[config.mk]
export PLATFORM = sky130hd
export DESIGN_NAME = hdlcdc_top
export DESIGN_NICKNAME = d
export VERILOG_FILES = /design/src/hdlcdc_pkg.sv /design/src/hdlcdc_crc.sv /design/src/hdlcdc_fifo.sv /design/src/hdlcdc_top.sv
export SDC_FILE = /design/constraint.sdc
export NUM_CORES = 1
export LEC_CHECK = 0
export BUFFER_PORTS_ARGS = -buffer_cell sky130_fd_sc_hd__buf_2
export CAP_MARGIN = 0
export CORE_MARGIN = 8
export CORE_UTILIZATION = 50
export CTS_BUF_LIST = sky130_fd_sc_hd__clkbuf_16
export CTS_CLUSTER_SIZE = 25
export DETAILED_ROUTE_END_ITERATION = 8
export PLACE_DENSITY = 0.68
export SYNTH_ARGS = -nofsm -noshare
export SYNTH_HDL_FRONTEND = slang
export SYNTH_HIERARCHICAL = 1
export SYNTH_SLANG_ARGS = --single-unit
[constraint.sdc]
create_clock -name CLOCK_I -period 4.29 [get_ports CLOCK_I]
set_input_delay 0.6435 -clock CLOCK_I [delete_from_list [all_inputs] [get_ports CLOCK_I]]
set_output_delay 0.6435 -clock CLOCK_I [all_outputs]
set_load 0.1 [all_outputs]
[src/hdlcdc_pkg.sv]
// Purpose: Constants, register map and types of the HDLC data-link controller
// Assumes: One 25 MHz clock; link bits qualified by per-bit enables
// Notes:   Offsets are byte addresses on an AHB-Lite bus with 32-bit data
//
// Contract
// - With auto-abort enabled, an abrupt switch from a message frame to bit-oriented mode sends a zero and seven ones.
// - With receive checking enabled, every received message frame has its check sequence verified.
// - With duplicate discard on, a received frame identical to the stored one is dropped.
// - While forced abort is set, the transmitter sends a run of seven or more ones.
// - While forced idle is set and forced abort is clear, the transmitter sends only flag octets, overriding pending frames.
// - In normal operation the transmitter fills the channel with flags when no message frame waits.
// - Forced idle is ignored in bit-oriented mode.
// - With transmit check enabled, check octets are appended to each outbound message frame.
// - The transmit check enable is ignored in bit-oriented mode.
// - The signaling select bit puts both directions in bit-oriented mode at 0 and message mode at 1.

package hdlcdc_pkg;

  // Register byte offsets
  localparam logic [7:0]  CTRL_OFS     = 8'h00;
  localparam logic [7:0]  TXD_OFS      = 8'h04;
  localparam logic [7:0]  STAT_OFS     = 8'h08;
  localparam logic [7:0]  BOS_OFS      = 8'h0C;
  localparam int          RXB_WIN_BIT  = 7;      // Offsets 0x80..0xFC read the stored frame

  // Control register fields (datalink_control)
  localparam int          CTL_SIG      = 0;      // signaling_select
  localparam int          CTL_TXFCS    = 1;      // tx_check_enable
  localparam int          CTL_IDLE     = 2;      // forced idle
  localparam int          CTL_ABORT    = 3;      // forced abort
  localparam int          CTL_DUP      = 4;      // rx_duplicate_discard
  localparam int          CTL_RXDIS    = 5;      // rx_check_disable
  localparam int          CTL_AADIS    = 6;      // auto_abort_disable
  localparam int          CTL_W        = 7;
  localparam logic [6:0]  CTL_RST      = 7'h00;

  // Transmit data register and status fields
  localparam int          TXD_EOF_BIT  = 8;
  localparam int          STAT_ERR_BIT = 24;

  // Line octets and check sequence
  localparam logic [7:0]  FLAG_OCT     = 8'h7E;
  localparam logic [7:0]  ABORT_OCT    = 8'hFE;  // Zero first, then seven ones
  localparam logic [7:0]  ONES_OCT     = 8'hFF;
  localparam logic [15:0] CRC_INIT     = 16'hFFFF;
  localparam logic [15:0] CRC_POLY     = 16'h8408;
  localparam logic [15:0] CRC_GOOD     = 16'hF0B8;
  localparam logic [2:0]  STUFF_RUN    = 3'h5;

  // Buffer sizes
  localparam int          FIFO_W       = 9;
  localparam int          FIFO_D       = 32;
  localparam logic [5:0]  RX_BUF_D     = 6'h20;
  localparam logic [5:0]  RX_MIN_LEN   = 6'h02;

  // Transmit octet source
  typedef enum logic [2:0] {
    TX_FLAG  = 3'b000,
    TX_DATA  = 3'b001,
    TX_FCS   = 3'b010,
    TX_ABRT  = 3'b011,
    TX_BOS   = 3'b100
  } hdlcdc_tx_st_t;

endpackage

[src/hdlcdc_crc.sv]
// Purpose: Advance the 16-bit frame check sequence by one octet
// Assumes: Octets enter least significant bit first
// Notes:   Purely combinational
`timescale 1ns/1ps
`default_nettype none

module hdlcdc_crc (
  // Running value and octet
  input  wire logic [15:0] crc_i,
  input  wire logic [7:0]  data_i,
  // Updated value
  output logic      [15:0] crc_o
);

  // Reflected shift, one step per bit
  always_comb begin
    crc_o = crc_i;
    for (int i = 0; i < 8; i++) begin
      if (crc_o[0] ^ data_i[i]) begin
        crc_o = (crc_o >> 1) ^ hdlcdc_pkg::CRC_POLY;
      end else begin
        crc_o = crc_o >> 1;
      end
    end
  end

endmodule

`default_nettype wire

[src/hdlcdc_fifo.sv]
// Purpose: Synchronous FIFO between register bus and transmitter
// Assumes: One clock, valid/ready on both sides
// Notes:   DEPTH must be a power of two
`timescale 1ns/1ps
`default_nettype none

module hdlcdc_fifo #(
  parameter int WIDTH = 9,
  parameter int DEPTH = 32
) (
  // Clock and reset
  input  wire logic             clk_i,
  input  wire logic             rst_n_i,
  // Fill side
  input  wire logic             in_valid_i,
  output logic                  in_ready_o,
  input  wire logic [WIDTH-1:0] in_data_i,
  // Drain side
  output logic                  out_valid_o,
  input  wire logic             out_ready_i,
  output logic      [WIDTH-1:0] out_data_o
);

  localparam int AW = $clog2(DEPTH);

  logic [WIDTH-1:0] mem [0:DEPTH-1];
  logic [AW-1:0]    wp_r, wp_nxt, rp_r, rp_nxt;
  logic [AW:0]      cnt_r, cnt_nxt;
  logic             push, pop;

  // Honest flags from the occupancy count
  assign in_ready_o  = (cnt_r != (AW+1)'(DEPTH));
  assign out_valid_o = (cnt_r != '0);
  assign out_data_o  = mem[rp_r];
  assign push        = in_valid_i & in_ready_o;
  assign pop         = out_valid_o & out_ready_i;

  // Pointer and count update
  always_comb begin
    wp_nxt  = push ? AW'(wp_r + 1'b1) : wp_r;
    rp_nxt  = pop ? AW'(rp_r + 1'b1) : rp_r;
    cnt_nxt = cnt_r;
    if (push && !pop) begin
      cnt_nxt = (AW+1)'(cnt_r + 1'b1);
    end else if (pop && !push) begin
      cnt_nxt = (AW+1)'(cnt_r - 1'b1);
    end
  end

  always_ff @(posedge clk_i or negedge rst_n_i) begin
    if (!rst_n_i) begin
      wp_r  <= '0;
      rp_r  <= '0;
      cnt_r <= '0;
    end else begin
      wp_r  <= wp_nxt;
      rp_r  <= rp_nxt;
      cnt_r <= cnt_nxt;
    end
  end

  // Storage needs no reset; only written entries are ever read
  always_ff @(posedge clk_i) begin
    if (push) begin
      mem[wp_r] <= in_data_i;
    end
  end

endmodule

`default_nettype wire

[src/hdlcdc_top.sv]
// Purpose: HDLC data-link controller with AHB-Lite registers, serial tx and rx
// Assumes: Link bits move one per cycle on which the matching bit enable is high
// Notes:   Bit-oriented transmit sends FIFO octets raw, without stuffing or check
//
// The AHB-Lite slave port and the register offsets were left to the implementer.
`timescale 1ns/1ps
`default_nettype none

module hdlcdc_top (
  // Clock and reset
  input  wire logic        CLOCK_I,
  input  wire logic        RST_N_I,
  // AHB-Lite slave
  input  wire logic        HSEL_I,
  input  wire logic [31:0] HADDR_I,
  input  wire logic [1:0]  HTRANS_I,
  input  wire logic        HWRITE_I,
  input  wire logic [2:0]  HSIZE_I,
  input  wire logic [31:0] HWDATA_I,
  input  wire logic        HREADY_I,
  output logic      [31:0] HRDATA_O,
  output logic             HREADYOUT_O,
  output logic             HRESP_O,
  // Data-link channel
  input  wire logic        TX_BIT_EN_I,
  output logic             TX_BIT_O,
  input  wire logic        RX_BIT_EN_I,
  input  wire logic        RX_BIT_I
);

  // Bus data phase state
  logic        dp_vld_r, dp_vld_nxt, dp_wr_r, dp_wr_nxt;
  logic [7:0]  dp_adr_r, dp_adr_nxt;
  logic [31:0] rdata_r, rdata_nxt, rd_mux;
  logic        take, stall, wdone;
  // Registers
  logic [6:0]  ctrl_r, ctrl_nxt;
  logic        err_r, err_nxt;
  // FIFO link
  logic        fifo_in_vld, fifo_in_rdy, fifo_out_vld, tx_pop;
  logic [8:0]  fifo_out_dat;
  // Transmitter
  hdlcdc_pkg::hdlcdc_tx_st_t tx_st_r, tx_st_nxt;
  logic [7:0]  tx_sh_r, tx_sh_nxt;
  logic [2:0]  tx_cnt_r, tx_cnt_nxt, tx_ones_r, tx_ones_nxt;
  logic        tx_bit_r, tx_bit_nxt, tx_last_r, tx_last_nxt;
  logic        tx_fcs2_r, tx_fcs2_nxt, tx_infr_r, tx_infr_nxt, tx_stuffed;
  logic [15:0] tx_crc_r, tx_crc_nxt, tx_crc_base, tx_crc_upd;
  // Receiver
  logic [15:0] rx_hist_r, rx_hist_nxt, rx_crc_r, rx_crc_nxt, rx_crc_upd;
  logic [7:0]  rx_byte_r, rx_byte_nxt, rx_byte_new, rx_nfrm_r, rx_nfrm_nxt;
  logic [7:0]  rx_ndup_r, rx_ndup_nxt, rx_cmp;
  logic [2:0]  rx_ones_r, rx_ones_nxt, rx_bcnt_r, rx_bcnt_nxt;
  logic [5:0]  rx_len_r, rx_len_nxt, rx_slen_r, rx_slen_nxt, rx_bos_r, rx_bos_nxt;
  logic        rx_act_r, rx_act_nxt, rx_same_r, rx_same_nxt;
  logic        rx_bank_r, rx_bank_nxt, rx_bad, rx_we, rx_good;
  logic [7:0]  rx_mem [0:63];

  // AHB-Lite decode; only writes to the transmit data port can stall
  assign take        = HSEL_I & HREADY_I & HTRANS_I[1];
  assign stall       = dp_vld_r & dp_wr_r & (dp_adr_r == hdlcdc_pkg::TXD_OFS) & ~fifo_in_rdy;
  assign wdone       = dp_vld_r & dp_wr_r & ~stall;
  assign HREADYOUT_O = ~stall;
  assign HRESP_O     = 1'b0;
  assign HRDATA_O    = rdata_r;
  assign fifo_in_vld = dp_vld_r & dp_wr_r & (dp_adr_r == hdlcdc_pkg::TXD_OFS);

  // Read mux; unmapped offsets read zero
  always_comb begin
    rd_mux = 32'h0000_0000;
    if (HADDR_I[hdlcdc_pkg::RXB_WIN_BIT]) begin
      rd_mux = {24'h00_0000, rx_mem[{rx_bank_r, HADDR_I[6:2]}]};
    end else begin
      unique case (HADDR_I[7:0])
        hdlcdc_pkg::CTRL_OFS: rd_mux = {25'h000_0000, ctrl_r};   // Reserved top bit reads zero
        hdlcdc_pkg::STAT_OFS: rd_mux = {7'h00, err_r, 2'h0, rx_slen_r, rx_ndup_r, rx_nfrm_r};
        hdlcdc_pkg::BOS_OFS:  rd_mux = {26'h000_0000, rx_bos_r};
        default:              rd_mux = 32'h0000_0000;
      endcase
    end
  end

  // Address phase capture and read data, held while the slave stalls
  always_comb begin
    dp_vld_nxt = dp_vld_r;
    dp_wr_nxt  = dp_wr_r;
    dp_adr_nxt = dp_adr_r;
    rdata_nxt  = rdata_r;
    if (HREADY_I) begin
      dp_vld_nxt = take;
      dp_wr_nxt  = HWRITE_I;
      dp_adr_nxt = HADDR_I[7:0];
      if (take && !HWRITE_I) begin
        rdata_nxt = rd_mux;
      end
    end
  end

  // Control register and sticky check error; a new error beats the clear
  always_comb begin
    ctrl_nxt = ctrl_r;
    err_nxt  = err_r;
    if (wdone && dp_adr_r == hdlcdc_pkg::CTRL_OFS) begin
      ctrl_nxt = HWDATA_I[6:0];   // Bit 7 is not stored
    end
    if (wdone && dp_adr_r == hdlcdc_pkg::STAT_OFS && HWDATA_I[hdlcdc_pkg::STAT_ERR_BIT]) begin
      err_nxt = 1'b0;
    end
    if (rx_bad) begin
      err_nxt = 1'b1;
    end
  end

  always_ff @(posedge CLOCK_I or negedge RST_N_I) begin
    if (!RST_N_I) begin
      dp_vld_r <= 1'b0;
      dp_wr_r  <= 1'b0;
      dp_adr_r <= 8'h00;
      rdata_r  <= 32'h0000_0000;
      ctrl_r   <= hdlcdc_pkg::CTL_RST;
      err_r    <= 1'b0;
    end else begin
      dp_vld_r <= dp_vld_nxt;
      dp_wr_r  <= dp_wr_nxt;
      dp_adr_r <= dp_adr_nxt;
      rdata_r  <= rdata_nxt;
      ctrl_r   <= ctrl_nxt;
      err_r    <= err_nxt;
    end
  end

  // Outbound octets; a full FIFO stalls the bus write
  hdlcdc_fifo #(
    .WIDTH (hdlcdc_pkg::FIFO_W),
    .DEPTH (hdlcdc_pkg::FIFO_D)
  ) u_fifo (
    .clk_i       (CLOCK_I),
    .rst_n_i     (RST_N_I),
    .in_valid_i  (fifo_in_vld),
    .in_ready_o  (fifo_in_rdy),
    .in_data_i   (HWDATA_I[8:0]),
    .out_valid_o (fifo_out_vld),
    .out_ready_i (tx_pop),
    .out_data_o  (fifo_out_dat)
  );

  // Check sequence restarts at the first octet of each frame
  assign tx_crc_base = tx_infr_r ? tx_crc_r : hdlcdc_pkg::CRC_INIT;
  // The run counts only data and check bits, so a frame ending in five ones gets its zero before the flag
  assign tx_stuffed  = (tx_ones_r == hdlcdc_pkg::STUFF_RUN);

  hdlcdc_crc u_tx_crc (
    .crc_i  (tx_crc_base),
    .data_i (fifo_out_dat[7:0]),
    .crc_o  (tx_crc_upd)
  );

  // Transmit serialiser; the next octet is chosen as the last bit leaves
  always_comb begin
    tx_st_nxt   = tx_st_r;
    tx_sh_nxt   = tx_sh_r;
    tx_cnt_nxt  = tx_cnt_r;
    tx_ones_nxt = tx_ones_r;
    tx_bit_nxt  = tx_bit_r;
    tx_last_nxt = tx_last_r;
    tx_fcs2_nxt = tx_fcs2_r;
    tx_infr_nxt = tx_infr_r;
    tx_crc_nxt  = tx_crc_r;
    tx_pop      = 1'b0;
    if (TX_BIT_EN_I) begin
      if (tx_stuffed) begin
        tx_bit_nxt  = 1'b0;
        tx_ones_nxt = 3'h0;
      end else begin
        tx_bit_nxt  = tx_sh_r[0];
        tx_sh_nxt   = {1'b0, tx_sh_r[7:1]};
        tx_cnt_nxt  = tx_cnt_r + 3'h1;
        tx_ones_nxt = (tx_st_r == hdlcdc_pkg::TX_DATA || tx_st_r == hdlcdc_pkg::TX_FCS) && tx_sh_r[0] ?
                      tx_ones_r + 3'h1 : 3'h0;
        if (tx_cnt_r == 3'h7) begin
          if (ctrl_r[hdlcdc_pkg::CTL_ABORT]) begin
            tx_st_nxt   = hdlcdc_pkg::TX_ABRT;
            tx_sh_nxt   = hdlcdc_pkg::ONES_OCT;
            tx_infr_nxt = 1'b0;
          end else if (!ctrl_r[hdlcdc_pkg::CTL_SIG]) begin
            tx_infr_nxt = 1'b0;
            if (tx_infr_r && !ctrl_r[hdlcdc_pkg::CTL_AADIS]) begin
              tx_st_nxt = hdlcdc_pkg::TX_ABRT;
              tx_sh_nxt = hdlcdc_pkg::ABORT_OCT;
            end else begin
              // Raw octets, no check sequence in this mode
              tx_st_nxt = hdlcdc_pkg::TX_BOS;
              tx_sh_nxt = fifo_out_vld ? fifo_out_dat[7:0] : hdlcdc_pkg::ONES_OCT;
              tx_pop    = fifo_out_vld;
            end
          end else if (ctrl_r[hdlcdc_pkg::CTL_IDLE]) begin
            tx_st_nxt   = hdlcdc_pkg::TX_FLAG;
            tx_sh_nxt   = hdlcdc_pkg::FLAG_OCT;
            tx_infr_nxt = 1'b0;
          end else if (tx_st_r == hdlcdc_pkg::TX_DATA && tx_last_r) begin
            if (ctrl_r[hdlcdc_pkg::CTL_TXFCS]) begin
              tx_st_nxt   = hdlcdc_pkg::TX_FCS;
              tx_sh_nxt   = ~tx_crc_r[7:0];
              tx_fcs2_nxt = 1'b1;
            end else begin
              tx_st_nxt   = hdlcdc_pkg::TX_FLAG;
              tx_sh_nxt   = hdlcdc_pkg::FLAG_OCT;
              tx_infr_nxt = 1'b0;
            end
          end else if (tx_st_r == hdlcdc_pkg::TX_FCS && tx_fcs2_r) begin
            tx_sh_nxt   = ~tx_crc_r[15:8];
            tx_fcs2_nxt = 1'b0;
          end else if (tx_st_r == hdlcdc_pkg::TX_FCS) begin
            tx_st_nxt   = hdlcdc_pkg::TX_FLAG;
            tx_sh_nxt   = hdlcdc_pkg::FLAG_OCT;
            tx_infr_nxt = 1'b0;
          end else if (fifo_out_vld) begin
            tx_st_nxt   = hdlcdc_pkg::TX_DATA;
            tx_sh_nxt   = fifo_out_dat[7:0];
            tx_last_nxt = fifo_out_dat[hdlcdc_pkg::TXD_EOF_BIT];
            tx_crc_nxt  = tx_crc_upd;
            tx_infr_nxt = 1'b1;
            tx_pop      = 1'b1;
          end else if (tx_infr_r) begin
            // Underrun inside a frame; kill it rather than send garbage
            tx_st_nxt   = hdlcdc_pkg::TX_ABRT;
            tx_sh_nxt   = hdlcdc_pkg::ABORT_OCT;
            tx_infr_nxt = 1'b0;
          end else begin
            tx_st_nxt = hdlcdc_pkg::TX_FLAG;
            tx_sh_nxt = hdlcdc_pkg::FLAG_OCT;
          end
        end
      end
    end
  end

  always_ff @(posedge CLOCK_I or negedge RST_N_I) begin
    if (!RST_N_I) begin
      tx_st_r   <= hdlcdc_pkg::TX_FLAG;
      tx_sh_r   <= hdlcdc_pkg::FLAG_OCT;
      tx_cnt_r  <= 3'h0;
      tx_ones_r <= 3'h0;
      tx_bit_r  <= 1'b1;
      tx_last_r <= 1'b0;
      tx_fcs2_r <= 1'b0;
      tx_infr_r <= 1'b0;
      tx_crc_r  <= hdlcdc_pkg::CRC_INIT;
    end else begin
      tx_st_r   <= tx_st_nxt;
      tx_sh_r   <= tx_sh_nxt;
      tx_cnt_r  <= tx_cnt_nxt;
      tx_ones_r <= tx_ones_nxt;
      tx_bit_r  <= tx_bit_nxt;
      tx_last_r <= tx_last_nxt;
      tx_fcs2_r <= tx_fcs2_nxt;
      tx_infr_r <= tx_infr_nxt;
      tx_crc_r  <= tx_crc_nxt;
    end
  end

  assign TX_BIT_O = tx_bit_r;

  // Receive octet assembly and comparison with the stored frame
  assign rx_byte_new = {RX_BIT_I, rx_byte_r[7:1]};
  assign rx_cmp      = rx_mem[{rx_bank_r, rx_len_r[4:0]}];
  assign rx_good     = ctrl_r[hdlcdc_pkg::CTL_RXDIS] || (rx_crc_r == hdlcdc_pkg::CRC_GOOD);

  hdlcdc_crc u_rx_crc (
    .crc_i  (rx_crc_r),
    .data_i (rx_byte_new),
    .crc_o  (rx_crc_upd)
  );

  // Receiver; frames fill the idle bank, which becomes visible on acceptance
  always_comb begin
    rx_hist_nxt = rx_hist_r;
    rx_ones_nxt = rx_ones_r;
    rx_byte_nxt = rx_byte_r;
    rx_bcnt_nxt = rx_bcnt_r;
    rx_len_nxt  = rx_len_r;
    rx_act_nxt  = rx_act_r;
    rx_crc_nxt  = rx_crc_r;
    rx_same_nxt = rx_same_r;
    rx_bank_nxt = rx_bank_r;
    rx_slen_nxt = rx_slen_r;
    rx_nfrm_nxt = rx_nfrm_r;
    rx_ndup_nxt = rx_ndup_r;
    rx_bos_nxt  = rx_bos_r;
    rx_bad      = 1'b0;
    rx_we       = 1'b0;
    if (RX_BIT_EN_I) begin
      rx_hist_nxt = {RX_BIT_I, rx_hist_r[15:1]};
      rx_ones_nxt = !RX_BIT_I ? 3'h0 : (rx_ones_r == 3'h7 ? 3'h7 : rx_ones_r + 3'h1);
      if (!ctrl_r[hdlcdc_pkg::CTL_SIG]) begin
        // Codeword: eight ones, a zero, six message bits, a zero
        rx_act_nxt = 1'b0;
        if (rx_hist_nxt[7:0] == hdlcdc_pkg::ONES_OCT && !rx_hist_nxt[8] && !rx_hist_nxt[15]) begin
          if (ctrl_r[hdlcdc_pkg::CTL_DUP] && rx_hist_nxt[14:9] == rx_bos_r) begin
            rx_ndup_nxt = rx_ndup_r + 8'h01;
          end else begin
            rx_bos_nxt  = rx_hist_nxt[14:9];
            rx_nfrm_nxt = rx_nfrm_r + 8'h01;
          end
        end
      end else if (rx_hist_nxt[15:8] == hdlcdc_pkg::FLAG_OCT) begin
        // Seven flag bits were shifted in, so an aligned frame shows a count of seven
        if (rx_act_r && rx_bcnt_r == 3'h7 && rx_len_r >= hdlcdc_pkg::RX_MIN_LEN &&
            rx_len_r <= hdlcdc_pkg::RX_BUF_D) begin
          if (!rx_good) begin
            rx_bad = 1'b1;
          end else if (ctrl_r[hdlcdc_pkg::CTL_DUP] && rx_same_r && rx_len_r == rx_slen_r) begin
            rx_ndup_nxt = rx_ndup_r + 8'h01;
          end else begin
            rx_bank_nxt = ~rx_bank_r;
            rx_slen_nxt = rx_len_r;
            rx_nfrm_nxt = rx_nfrm_r + 8'h01;
          end
        end
        rx_act_nxt  = 1'b1;
        rx_len_nxt  = 6'h00;
        rx_bcnt_nxt = 3'h0;
        rx_crc_nxt  = hdlcdc_pkg::CRC_INIT;
        rx_same_nxt = 1'b1;
      end else if (rx_hist_nxt[15:9] == 7'h7F) begin
        rx_act_nxt = 1'b0;   // Abort from the far end drops the frame
      end else if (rx_act_r && !(!RX_BIT_I && rx_ones_r == hdlcdc_pkg::STUFF_RUN)) begin
        rx_byte_nxt = rx_byte_new;
        rx_bcnt_nxt = rx_bcnt_r + 3'h1;
        if (rx_bcnt_r == 3'h7) begin
          rx_crc_nxt = rx_crc_upd;
          if (rx_len_r < hdlcdc_pkg::RX_BUF_D) begin
            rx_we       = 1'b1;
            rx_same_nxt = rx_same_r && (rx_cmp == rx_byte_new);
          end
          if (rx_len_r <= hdlcdc_pkg::RX_BUF_D) begin
            rx_len_nxt = rx_len_r + 6'h01;   // Stops one past the buffer: too long
          end
        end
      end
    end
  end

  always_ff @(posedge CLOCK_I or negedge RST_N_I) begin
    if (!RST_N_I) begin
      rx_hist_r <= 16'h0000;
      rx_ones_r <= 3'h0;
      rx_byte_r <= 8'h00;
      rx_bcnt_r <= 3'h0;
      rx_len_r  <= 6'h00;
      rx_act_r  <= 1'b0;
      rx_crc_r  <= hdlcdc_pkg::CRC_INIT;
      rx_same_r <= 1'b0;
      rx_bank_r <= 1'b0;
      rx_slen_r <= 6'h00;
      rx_nfrm_r <= 8'h00;
      rx_ndup_r <= 8'h00;
      rx_bos_r  <= 6'h00;
    end else begin
      rx_hist_r <= rx_hist_nxt;
      rx_ones_r <= rx_ones_nxt;
      rx_byte_r <= rx_byte_nxt;
      rx_bcnt_r <= rx_bcnt_nxt;
      rx_len_r  <= rx_len_nxt;
      rx_act_r  <= rx_act_nxt;
      rx_crc_r  <= rx_crc_nxt;
      rx_same_r <= rx_same_nxt;
      rx_bank_r <= rx_bank_nxt;
      rx_slen_r <= rx_slen_nxt;
      rx_nfrm_r <= rx_nfrm_nxt;
      rx_ndup_r <= rx_ndup_nxt;
      rx_bos_r  <= rx_bos_nxt;
    end
  end

  // Two banks of frame storage; no reset, reads beyond the stored length are stale
  always_ff @(posedge CLOCK_I) begin
    if (rx_we) begin
      rx_mem[{~rx_bank_r, rx_len_r[4:0]}] <= rx_byte_new;
    end
  end

endmodule

`default_nettype wire

==> results.txt <==
- The die covers about 0.1 mm2.
* Final hold violation count: 0
- Synth Flop Type: sky130_fd_sc_hd__edfxtp_1
- Antenna diode count: 0
- Power spread over the standard cell area amounts to 399 mW/mm2.
* Pin count of the biggest net entering global routing: 99
* Worst Setup SP: u_fifo/cnt_r[1]$_DFFE_PN0P_
* Final setup violation count: 0
- Worst reg2reg startpoint: u_fifo/cnt_r[1]$_DFFE_PN0P_
* Time the worst path needs with I/O delays and setup: between 4000 and 5000 ps
- Gate count after technology mapping: 2644
* Kind of end point of the critical path: flip-flop
* Number of buffer cells added on primary ports: 51
- Yosys printed 6 warnings.
- Static Leak: between 0.015 and 0.02 uW
- At the pin with the least slew margin, the transition time is about 1100 ps.
* Cell area after technology mapping: roughly 0.044 mm2
* Effective utilization at floorplan: roughly 50%
- Summed over all layers, the routed wires come to approximately 120000 um.
* Synth Register Bits: between 900 and 1000
* CTS tree: built
- The number of antenna violations at the first check in global routing was 2.
* Boundary Pins: approximately 110
- In the routed layout, each cell is associated on average with a via count of roughly 6.5.
* Sequential standard cell area: 0.0285 mm2
- In the synthesized netlist the async set-or-reset flop fraction comes to about 18%.
- For this run, design rule violations remaining after detail routing come to 0.
- The H-tree was split into 3 levels.
- The HPWL after detailed placement is between 70000 and 80000 um.
- Sum Neg Setup Slack: 0 ps
- Max-slew violation total from the final report: 0
- Total area of multi-input combinational cells: 0.0150 mm2
- Number of distinct standard cells referenced by the synthesized netlist: 85
- Height of the chip: ~310 um
- Static timing analysis puts the maximum clock frequency at around 0.25 GHz.
- Relative to the synthesized area, the layout overhead comes to 12.0%.
* Maximum single-stage delay on the critical path: roughly 570 ps
* Cell Rows: 109
- VDD sags by at most just under 0.4 mV.
- Type of the worst setup path: flip-flop to flip-flop
- Number of enable-type register cells in the synthesized netlist: 800
* Critical Path Slowest Stage Cell: sky130_fd_sc_hd__or4_4
* Fraction of final layout cells with drive strength greater than 1: a little over a quarter
* Setup repair after global routing missed its margin: no
- The library cell used most frequently in the layout, excluding fill and tap cells, is sky130_fd_sc_hd__edfxtp_1.
- STA classifies the critical path startpoint as a flip-flop.
* Die span in x: around 310 um
- Total power for the finished layout comes to ~20000 uW.
- At the worst endpoint, the required time is between 4000 and 5000 ps.
* Number of iterations in the first detailed-routing pass: 9
- The final route contains 25977 vias.
- Setup fix buffers added after clock tree synthesis: 0
- The first global-routing pass estimated roughly 170000 um of wire.
- Traced cell by cell, the critical path runs through or4_4 > or3_1 > o21ai_1 > nor3_1 > o31a_1 > inv_1 > ha_1 > inv_1 > ha_1 > nor2b_1 > o21ai_0 > a21boi_0 > o31ai_1.
- The average instance in the mapped netlist occupies 16.8 um2.
- Sequential fraction of the synthesis area: roughly 64%
- Sink count of the clock tree: roughly 980
- The flow ran to the end, and the final reports show no timing, DRC or antenna violations.
- Wirelength per Cell: roughly 29 um
- Clock-pin slew of the registers on the worst-case setup and hold paths: 60 ps
- Clk_skew: 68.2 ps
- Data on the critical path arrives at its endpoint at 4590 ps.
- The cell sitting at the root of the clock tree is a sky130_fd_sc_hd__clkbuf_16.
* Max Fanout on Critical Path: 7
- The tool flagged a number of max-cap violations equal to 0.
* Core footprint: a little under 0.09 mm2
* Max_slew headroom: between 20% and 30%
- In this run the worst hold path is classified as input pin to asynchronous set/reset pin.
* Vias in the first global route: 26363
- At the end of the flow, the number of nets in the layout was approximately 2900.
- Total track usage: ~23%
* GR Overflow Total: 0
- In the layout the commonest cells are 800 x sky130_fd_sc_hd__edfxtp_1, 252 x sky130_fd_sc_hd__mux4_2, 171 x sky130_fd_sc_hd__nor2_1, 127 x sky130_fd_sc_hd__buf_4, 124 x sky130_fd_sc_hd__dfrtp_1.
- Antenna violation net count after detailed routing: 0
- Last weighted congestion value of the routability-driven placer: approximately 0.94
- Buffer levels on the longest clock path: 3
* Clock insertion delay at the later pin of the skew report: between 600 and 700 ps
* Number of clock buffers inserted by TritonCTS: 101
* Crit share post-route: 94.2%
- For this block, the initial DRC count from the detailed router was between 3000 and 4000.
* Fill cell count: roughly 6600
## metal layers
layer  share of wire, %  track usage [%]  vias up
met4                4.0             8.74        2
met1                 39             31.6    13425
met2                 47             36.6     1375
met3                9.3             4.52      249
met5              0.010                0        -
li1                   -                -    10926
## kinds of logic after synthesis
logic type      synth area share, %
fa+ha+maj                     0.692
simple gates                   4.84
compound gates                 6.15
xor+xnor                       2.66
mux                            19.1
buf+inv                        2.54
other cells                 0.00843
flops                          64.0
## power breakdown
part	internal [uW]	switching [uW]	total (uW)
logic	289	524	813
registers	10300	119	10400
clock network	4960	3640	8600
## layout make-up
class	count	area share, %
Timing Repair Buffer	193	3.07
Multi-Input combinational cell	1463	30.0
Clock inverter	81	1.42
Inverter	30	0.226
Clock buffer	103	5.17
Sequential cell	975	57.2
Tap cell	1165	2.93
## stage by stage
stage | hold slack [ps] | cell area (um2) | std cells | setup WS (ps) | utilization, %
2_1_floorplan | 348 | 44500 | 2653 | 1110 | -
3_3_place_gp | 457 | 46500 | 3826 | 499 | 52.7
3_5_place_dp | 472 | 46500 | 3826 | 361 | 52.7
4_1_cts | 49.7 | 49800 | 4010 | 341 | 56.5
5_1_grt | 87.8 | 49800 | 4010 | 11.4 | 56.5
6_report | 55.0 | 49800 | 4010 | 251 | 56.5
## synthesized netlist by cell type, types with 12 or more instances
library cell               number  area [um2]
sky130_fd_sc_hd__o221ai_1      21         184
sky130_fd_sc_hd__a211oi_1      24         180
sky130_fd_sc_hd__a21oi_1       51         255
sky130_fd_sc_hd__edfxtp_1     800       24000
sky130_fd_sc_hd__a221oi_1      23         201
sky130_fd_sc_hd__xor2_1        22         193
sky130_fd_sc_hd__mux2i_1      121        1210
sky130_fd_sc_hd__mux4_1        20         526
sky130_fd_sc_hd__o211ai_1      12        90.1
sky130_fd_sc_hd__clkbuf_1      84         315
sky130_fd_sc_hd__nor2_1       173         649
sky130_fd_sc_hd__o22ai_1       37         231
sky130_fd_sc_hd__a31oi_1       26         163
sky130_fd_sc_hd__dfstp_2       39        1020
sky130_fd_sc_hd__nor2b_1       13        81.3
sky130_fd_sc_hd__ha_1          23         288
sky130_fd_sc_hd__nor3_1        14        70.1
sky130_fd_sc_hd__a22o_1        26         228
sky130_fd_sc_hd__inv_1         29         109
sky130_fd_sc_hd__mux4_2       252        5680
sky130_fd_sc_hd__buf_4         28         210
sky130_fd_sc_hd__a22oi_1       31         233
sky130_fd_sc_hd__mux2_2        92        1040
sky130_fd_sc_hd__nand2b_1      31         194
sky130_fd_sc_hd__xnor2_1       53         464
sky130_fd_sc_hd__nand4_1       17         106
sky130_fd_sc_hd__buf_2         38         190
sky130_fd_sc_hd__o21ai_0       79         395
sky130_fd_sc_hd__nand2_1       97         364
sky130_fd_sc_hd__a222oi_1      22         220
sky130_fd_sc_hd__buf_1         16        60.1
sky130_fd_sc_hd__dfrtp_1      136        3400
sky130_fd_sc_hd__buf_6         14         158
sky130_fd_sc_hd__nand3_1       39         195
## path summary, 6_finish.rpt
check / to / cells after the start / slack [ps]
worst max register to register: u_fifo/cnt_r[4]$_DFFE_PN0P_ / 13 / 250
max in group asynchronous: rx_len_r[0]$_DFFE_PN0P_ / 2 / 3170
worst min-delay path: u_fifo/wp_r[0]$_DFFE_PN0P_ / 1 / 60
worst min register to register: rx_ndup_r[7]$_DFFE_PN0P_ / 1 / 480
worst max-delay path: u_fifo/cnt_r[4]$_DFFE_PN0P_ / 13 / 250
min in group CLOCK_I: tx_ones_r[1]$_DFFE_PN0P_ / 2 / 230
## registers in the layout, summed over array words and instances (netlist names), 15 cells and up
signal      count
rx_hist_r      15
u_fifo/mem    288
rx_crc_r       16
rx_mem        512
HRDATA_O       23
tx_crc_r       16
## worst max-delay path: cells and delay by family (launching register included)
| kind | cells | cell delay [ps] |
|---|---|---|
| flip-flops | 1 | 430 |
| adder cells (fa/ha/maj) | 2 | 600 |
| AND/OR/NAND/NOR | 4 | 1250 |
| AO/OA/AOI/OAI | 5 | 1350 |
| buffers and inverters | 2 | 290 |
## timing repair
action | CTS | global route
hold buffers | 0 | 0
gates resized for setup | 0 | 1
endpoints found under the setup margin | 0 | 1
endpoints found under the hold margin | 0 | 0
Power figures use the tool's default switching activity.
